===== src/rtl/rrl_pkg.sv =====
package rrl_pkg;
  // instruction word layout
  localparam int INSN_W = 14;
  localparam int DATA_W = 8;
  localparam int PC_W = 13;
  localparam int FADDR_W = 7;
  // fixed opcodes and match masks
  localparam logic [13:0] OP_IRQ_RET = 14'h0009;
  localparam logic [13:0] OP_SUB_RET = 14'h0008;
  localparam logic [13:0] LIT_RET_MASK = 14'h3c00;
  localparam logic [13:0] LIT_RET_CODE = 14'h3400;
  localparam logic [13:0] ROT_MASK = 14'h3f00;
  localparam logic [13:0] ROT_CODE = 14'h0d00;
  // field positions
  localparam int DEST_BIT = 7;
  localparam int IRQ_EN_BIT = 7;
  localparam int MSB_BIT = 7;
  // cycle counts
  localparam logic [1:0] RET_CYCLES = 2'h2;
  localparam logic [1:0] ROT_CYCLES = 2'h1;
  // reset values
  localparam logic [7:0] W_RST = 8'h00;
  localparam logic [7:0] INTCTL_RST = 8'h00;
  localparam logic [12:0] PC_RST = 13'h0000;

  // issue request from the fetch stage
  typedef struct packed {
    logic valid;
    logic [13:0] insn;
  } rrl_issue_t;

  // write to the file register space
  typedef struct packed {
    logic we;
    logic [6:0] addr;
    logic [7:0] data;
  } rrl_fwrite_t;
endpackage


===== src/rtl/rrl_core.sv =====
`timescale 1ns/1ps
// Behaviour
// - interrupt return pops stack into PC
// - interrupt return sets global irq enable
// - interrupt return takes two cycles
// - literal return loads W with literal
// - literal return pops stack into PC
// - literal return takes two cycles
// - rotate left through carry, carry only
// - destination bit 0 writes W
// - destination bit 1 writes file register
module rrl_core (
  // clock and reset
  input wire logic clk,
  input wire logic srst,
  // instruction issue
  input wire rrl_pkg::rrl_issue_t issue,
  output logic issue_ready,
  // stack
  input wire logic [12:0] top_of_stack,
  output logic stack_pop,
  // file register read port (combinational, same clock)
  output logic [6:0] file_raddr,
  input wire logic [7:0] file_rdata,
  // file register write
  output rrl_pkg::rrl_fwrite_t file_wr,
  // architectural state
  output logic [12:0] pc,
  output logic pc_load,
  output logic [7:0] w_reg,
  output logic carry,
  output logic [7:0] interrupt_control_reg,
  output logic global_irq_enable,
  output logic busy,
  output logic done
);
  typedef enum logic [1:0] {RRL_IDLE, RRL_RET2} rrl_state_t;

  rrl_state_t state_r;
  logic [1:0] cyc_r;
  logic ret_last;
  // decoded opcode classes of the word on offer
  logic is_irq_ret;
  logic is_sub_ret;
  logic is_lit_ret;
  logic is_rot;
  logic is_ret;
  logic rot_to_w;
  logic rot_to_file;
  logic take;
  logic [7:0] rot_val;
  logic rot_carry;
  // registered state behind the outputs
  logic [12:0] pc_r;
  logic pc_load_r;
  logic [7:0] w_r;
  logic carry_r;
  logic [7:0] intctl_r;
  logic pop_r;
  logic done_r;
  logic fwe_r;
  logic [6:0] faddr_r;
  logic [7:0] fdata_r;

  // decode; literal return ignores its two don't-care bits, and any other
  // word is still taken but changes nothing here, as another unit owns it
  assign is_irq_ret = issue.insn == rrl_pkg::OP_IRQ_RET;
  assign is_sub_ret = issue.insn == rrl_pkg::OP_SUB_RET;
  assign is_lit_ret = (issue.insn & rrl_pkg::LIT_RET_MASK) ==
                      rrl_pkg::LIT_RET_CODE;
  assign is_rot = (issue.insn & rrl_pkg::ROT_MASK) == rrl_pkg::ROT_CODE;
  assign is_ret = is_irq_ret | is_sub_ret | is_lit_ret;
  // the destination bit splits rotate into its two write targets
  assign rot_to_w = is_rot & ~issue.insn[rrl_pkg::DEST_BIT];
  assign rot_to_file = is_rot & issue.insn[rrl_pkg::DEST_BIT];

  // a return holds the issue port for its second cycle; the fetch stage
  // must keep the next word offered until ready comes back
  assign issue_ready = state_r == RRL_IDLE;
  assign take = issue.valid & issue_ready;

  // rotate datapath: old carry in at bit 0, old bit 7 out; the file read
  // is combinational, a registered file would cost the one-cycle figure
  assign file_raddr = issue.insn[6:0];
  assign rot_val = {file_rdata[6:0], carry_r};
  assign rot_carry = file_rdata[rrl_pkg::MSB_BIT];

  // cycles already spent on the return in flight; the count, not the
  // state alone, ends a return, so a longer return is one constant away
  always_ff @(posedge clk) begin
    if (srst) begin
      cyc_r <= 2'h0;
    end else if (take && is_ret) begin
      cyc_r <= 2'h1;
    end else if (state_r == RRL_RET2) begin
      cyc_r <= cyc_r + 2'h1;
    end
  end

  // last cycle of a return: the instruction retires here
  assign ret_last = (state_r == RRL_RET2) &&
                    (cyc_r == rrl_pkg::RET_CYCLES - 2'h1);

  // return sequencer: first cycle pops, the last one completes;
  // nothing new is taken while a return is still in flight
  always_ff @(posedge clk) begin
    if (srst) begin
      state_r <= RRL_IDLE;
    end else begin
      case (state_r)
        RRL_IDLE: begin
          if (take && is_ret) begin
            state_r <= RRL_RET2;
          end
        end
        RRL_RET2: begin
          if (ret_last) begin
            state_r <= RRL_IDLE;
          end
        end
        default: state_r <= RRL_IDLE;
      endcase
    end
  end

  // one pop per return, in its first cycle, so the stack moves once
  always_ff @(posedge clk) begin
    if (srst) begin
      pop_r <= 1'b0;
    end else begin
      pop_r <= take & is_ret;
    end
  end

  // load strobe travels with the new pc so fetch redirects at once
  always_ff @(posedge clk) begin
    if (srst) begin
      pc_load_r <= 1'b0;
    end else begin
      pc_load_r <= take & is_ret;
    end
  end

  // pc takes the top of stack at the taking edge, before the pop lands
  always_ff @(posedge clk) begin
    if (srst) begin
      pc_r <= rrl_pkg::PC_RST;
    end else if (take && is_ret) begin
      pc_r <= top_of_stack;
    end
  end

  // working register: literal return or rotate with d = 0;
  // no other instruction of this block writes it
  always_ff @(posedge clk) begin
    if (srst) begin
      w_r <= rrl_pkg::W_RST;
    end else if (take && is_lit_ret) begin
      w_r <= issue.insn[7:0];
    end else if (take && rot_to_w) begin
      w_r <= rot_val;
    end
  end

  // carry is the only status touched, and only by rotate;
  // every return leaves it as it stands
  always_ff @(posedge clk) begin
    if (srst) begin
      carry_r <= 1'b0;
    end else if (take && is_rot) begin
      carry_r <= rot_carry;
    end
  end

  // write strobe for rotate with d = 1; one pulse, single cycle
  always_ff @(posedge clk) begin
    if (srst) begin
      fwe_r <= 1'b0;
    end else begin
      fwe_r <= take & rot_to_file;
    end
  end

  // address and data move only on a write, which keeps the file
  // bus quiet between writes
  always_ff @(posedge clk) begin
    if (srst) begin
      faddr_r <= '0;
      fdata_r <= '0;
    end else if (take && rot_to_file) begin
      faddr_r <= issue.insn[6:0];
      fdata_r <= rot_val;
    end
  end

  // interrupt control: only interrupt return sets the enable bit;
  // the other bits belong to the interrupt unit and stay untouched
  always_ff @(posedge clk) begin
    if (srst) begin
      intctl_r <= rrl_pkg::INTCTL_RST;
    end else if (take && is_irq_ret) begin
      intctl_r[rrl_pkg::IRQ_EN_BIT] <= 1'b1;
    end
  end

  // completion strobe: rotate ends now, returns one cycle later;
  // a return shows it one edge after its pop
  always_ff @(posedge clk) begin
    if (srst) begin
      done_r <= 1'b0;
    end else begin
      done_r <= (take & is_rot) | ret_last;
    end
  end

  // outputs straight from their registers
  assign pc = pc_r;
  assign pc_load = pc_load_r;
  assign stack_pop = pop_r;
  assign w_reg = w_r;
  assign carry = carry_r;
  assign file_wr = '{we: fwe_r, addr: faddr_r, data: fdata_r};
  assign interrupt_control_reg = intctl_r;
  assign global_irq_enable = intctl_r[rrl_pkg::IRQ_EN_BIT];
  assign busy = state_r != RRL_IDLE;
  assign done = done_r;
endmodule


===== config.mk =====
export PLATFORM = sky130hd
export DESIGN_NAME = rrl_core
export DESIGN_NICKNAME = d
export VERILOG_FILES = /design/src/rtl/rrl_pkg.sv /design/src/rtl/rrl_core.sv
export SDC_FILE = /design/constraint.sdc
export NUM_CORES = 1
export LEC_CHECK = 0
export BUFFER_PORTS_ARGS = -buffer_cell sky130_fd_sc_hd__buf_4
export CORE_UTILIZATION = 46
export CTS_CLUSTER_DIAMETER = 40
export CTS_CLUSTER_SIZE = 16
export DETAILED_ROUTE_END_ITERATION = 12
export PLACE_DENSITY_LB_ADDON = 0.3
export SYNTH_ARGS = -nofsm -noshare
export SYNTH_HDL_FRONTEND = slang
export SYNTH_SLANG_ARGS = --single-unit

===== constraint.sdc =====
create_clock -name clk -period 2.3 [get_ports clk]
set_clock_uncertainty 0.2 [all_clocks]
set_input_delay 0.46 -clock clk [delete_from_list [all_inputs] [get_ports clk]]
set_output_delay 0.46 -clock clk [all_outputs]
set_load 0.05 [all_outputs]

# After elaboration in Yosys (flattened, before gate mapping)
# Cells that the tools add are included.
# totals
latchBits	0
regBits	45
mem_bits_ro	0
ramBits	0
word_cells	51
n_memories	0
# classes
n_eq_ne	8
shift	0
n_mul	0
magnitude_cmp	0
n_mux	7
n_addsub	1
n_div	0
n_bitwise	10
reduce_logical	13
# op_table
op	n
equality test 14 x 4 -> 1 bit, second input constant	2
two-way mux 8 bit	2
logical AND 1 bit	7
AND 1 bit	6
equality test 6 x 4 -> 1 bit, second input constant	1
nonzero test 2 bit	3
equality test 2 x 1 -> 1 bit, second input constant	2
equality test 4 bit, second input constant	1
two-way mux 2 bit	2
one-hot mux 2 bit (2 select lines)	1
OR 1 bit	3
adder 2 x 1 -> 2 bit, second input constant	1
zero test 2 bit	1
two-way mux 1 bit	2
!= test 2 x 1 -> 1 bit, second input constant	1
!= test 2 bit, second input constant	1
AND reduction 2 bit	1
OR reduction 2 bit	1
NOT 1 bit	1

# Longest topological paths before layout
# depth
depth_word	6
mapped_depth	7
ltp_nobuf	5

# Worst setup path before layout
# Ideal clock, no wire load.
# synth_timing
path_kind	reg-to-reg
startpoint	reg state_r[0]
endpoint	reg state_r[0]
setup_time_ps	138
slack_ps	394
stages_incl_launch_ff	8
synth_period_minus_slack_ps	1906
t_arrival_ps	1567
path_cell_list	dfxtp_1 > buf_6 > nor2b_4 > and4_1 > buf_4 > buf_6 > nor2_1 > a21oi_1
# synth_via
elab_chain_len	5
# synth_rtl
element	line_no	text
start, declared	rrl_core.sv:39	rrl_state_t state_r;
start signal, assigned	rrl_core.sv:108	state_r <= RRL_IDLE;
start signal, assigned	rrl_core.sv:113	state_r <= RRL_RET2;
start signal, assigned	rrl_core.sv:118	state_r <= RRL_IDLE;
zero test 2 bit	rrl_core.sv:79, rrl_core.sv:110	
AND 1 bit	rrl_core.sv:80	assign take = issue.valid & issue_ready;
logical AND 1 bit	rrl_core.sv:112	if (take && is_ret) begin
!= test 2 x 1 -> 1 bit (no source line)	-	
AND reduction 2 bit (no source line)	-	
# Several ways; a longest one is shown, not always the timed one.
# A chain may end at the register's enable or synchronous reset.

# Final worst setup path
# layout_timing
startpoint	reg state_r[0]
endpoint	out issue_ready
# layout_via
elab_chain_len	1
# layout_rtl
element	line_no	text
zero test 2 bit	rrl_core.sv:79	assign issue_ready = state_r == RRL_IDLE;
end, declared	rrl_core.sv:18	output logic issue_ready,
# Every way passes these cells.

==> impl_metrics.tcl <==
set metrics [dict create \
    outcome "completed" \
    synthArstFlopShare_pct 0 \
    use_met1_pct 23.78 \
    clock_latency_ns 0.30 \
    cp-start-kind "register" \
    grt_util_met3_pct 5.333 \
    ys_seq_area_share_pct 43.95 \
    fin_crit_sh_pct 77.56 \
    cts_made_buffers 5 \
    yosysMostFrequentCell "dfxtp_1" \
    cts.sinks 44 \
    cts_tree "built" \
    stdcell_count 340 \
    synth_top_area_share_pct 43.95 \
    met2_usage_pct 37.13 \
    startpoint "state_r[0]" \
    post_cts_buffers 0 \
    cts_root_buf "clkbuf_8" \
    synth_edf_count 0 \
    nets 328 \
    vias_per_cell 5.076 \
    netlist_area_sq_um 2004 \
    grtUsageTotal_pct 20.81 \
    synthTopCellsByArea "dfxtp_1, buf_4, mux2i_1, nand3b_1, a21oi_1" \
    cp_max_fo 9 \
    r2r_slack_ns 0.57 \
    htree_levels 2 \
    start_util_pct 49.05 \
    grt_pass1_vias 1687 \
    synth.largest_area_cell "dfxtp_1" \
    powerDensity_nw_per_um2 583.5 \
    r2r-start "state_r[0]" \
    crit_type "register to output port" \
    drv_slew 0 \
    ir_drop_mv 0.4313 \
    p_leak_nw 1.223 \
    fill_cells 354 \
    synth_cells 214 \
    hold_buffers 0 \
    area_growth_syn_to_layout_pct 33.77 \
    ys_types 35 \
    synth_seq_cells 44 \
    num_vias 1726 \
    finalWeightedCongestion 0.7769 \
    drt_iter0_drc 84 \
    dp_cells 332 \
    drtPass1Iterations 4 \
    maxCapViolCount 0 \
    rows 23 \
    cp.arrival_ns 1.12 \
    synthFlopType "dfxtp_1" \
    die_y_um 68.01 \
    ys_warn_count 0 \
    synthTopCellsByCount "dfxtp_1, a21oi_1, buf_4, nor2_1" \
    postCtsResizedCells 0 \
    largest_register_ff_count 13 \
    grt_max_degree 45 \
    rsz0062_at_grt "false" \
    hold_viol 0 \
    hold_path_class "input port to register" \
    setup_tns_ns 0 \
    ios 97 \
    die_w_um 68.01 \
    dieArea_sq_um 4625 \
    clockBufferDepth 2 \
    setup_violations 0 \
    period_needed_ns 1.784 \
    dpl.hpwl_um 3293 \
    wl_per_cell_um 13.22 \
    antenna_found_initial 0 \
    grt_busiest_layer "met2" \
    grt_first_pass_wirelength_um 7196 \
    cp.required_ns 1.64 \
    clk_pin_slew_worst_paths_ns 0.08 \
    setup.worst_path.end_class "output port" \
    wl_um 4496 \
    drive_gt1_share_pct 41.72 \
    drcViolationCount 0 \
    port-buffer-count 89 \
    core_sq_um 4086 \
    syn_area_per_cell_sq_um 9.366 \
    grt.overflow.total 0 \
    max_freq_mhz 560.6 \
    worstHoldStart "file_rdata[7]" \
    diodes 0 \
    drtAntennaViolNets 0 \
]
-- stage by stage --
| step | hold slack [ns] | total power [mW] | setup slack, ns | util [%] | area [sq um] |
|---|---|---|---|---|---|
| 2_1_floorplan | 0.3037 | 0.9301 | 0.3942 | - | 2027 |
| 3_3_place_gp | 0.2430 | 0.9995 | 0.3777 | 62.89 | 2570 |
| 3_5_place_dp | 0.2472 | 1.000 | 0.3599 | 62.89 | 2570 |
| 4_1_cts | 0.1979 | 1.580 | 0.5042 | 65.62 | 2681 |
| 5_1_grt | 0.2042 | 1.627 | 0.3978 | 65.62 | 2681 |
| 6_report | 0.1998 | 1.565 | 0.5161 | 65.62 | 2681 |
-- worst max-delay path, cell delays in order (launching register included) --
cell and delay, ns:
dfxtp_1 0.56, inv_1 0.08, buf_4 0.20
-- final cells by class --
cell class                 count  area (sq um)  share of cell area (%)
clock inverter                 3         42.54                   1.587
tap                           50         62.56                   2.333
sequential                    44         880.8                   32.85
clock buffer                   5         68.82                   2.566
inverter                       2         7.507                  0.2800
multi-input combinational    140         898.4                   33.50
timing repair buffer          96         720.7                   26.88
-- layer usage --
layer,vias to the layer above,part of all wire [%]
met5,-,0
met4,0,0.98
met3,5,7.3
met2,64,49
met1,783,43
li1,874,-
-- where the power goes --
part           switching [mW]  leakage [nW]  internal (mW)
clock                   0.261        0.0541          0.321
sequential            0.00568         0.355          0.770
combinational           0.131         0.814         0.0753
-- cell families (layout without fill, tap and decap cells) --
family                   after synthesis  in the layout  share of synthesized area (%)
XOR/XNOR                               1              1                         0.4370
other                                  1              7                         0.1871
AO/OA/AOI/OAI                         49             49                          15.54
AND/OR/NAND/NOR                       68             68                          19.91
buffers and inverters                 36            106                          12.36
adder cells (fa/ha/maj)                1              1                         0.6241
multiplexers                          14             14                          6.991
flip-flops                            44             44                          43.94
-- placed cells by master (no fill, tap or decap), drive strengths merged --
cell type	netlist	routed
buf	26	96
nand2	11	11
a31oi	1	1
nor2	19	19
nor4	2	2
nor4b	2	2
nand4	2	2
nand4b	1	1
and3	2	2
dfxtp	44	44
clkbuf	8	5
o21ai	14	14
a21oi	26	26
ha	1	1
o211ai	1	1
xnor2	1	1
nand3b	14	14
clkinv	0	1
conb	1	7
nor2b	2	2
clkinvlp	0	1
mux2i	14	14
nor3	1	1
inv	2	2
nand2b	1	1
a211oi	7	7
bufinv	0	1
nand3	9	9
and4	2	2
-- path summary, 6_finish.rpt --
kind            endpoint  cells after the start
max          issue_ready                      2
min reg2reg   fdata_r[3]                      2
max reg2reg        pc[5]                      5
min                carry                      3
Note: power is estimated with default switching activity, not from simulation.
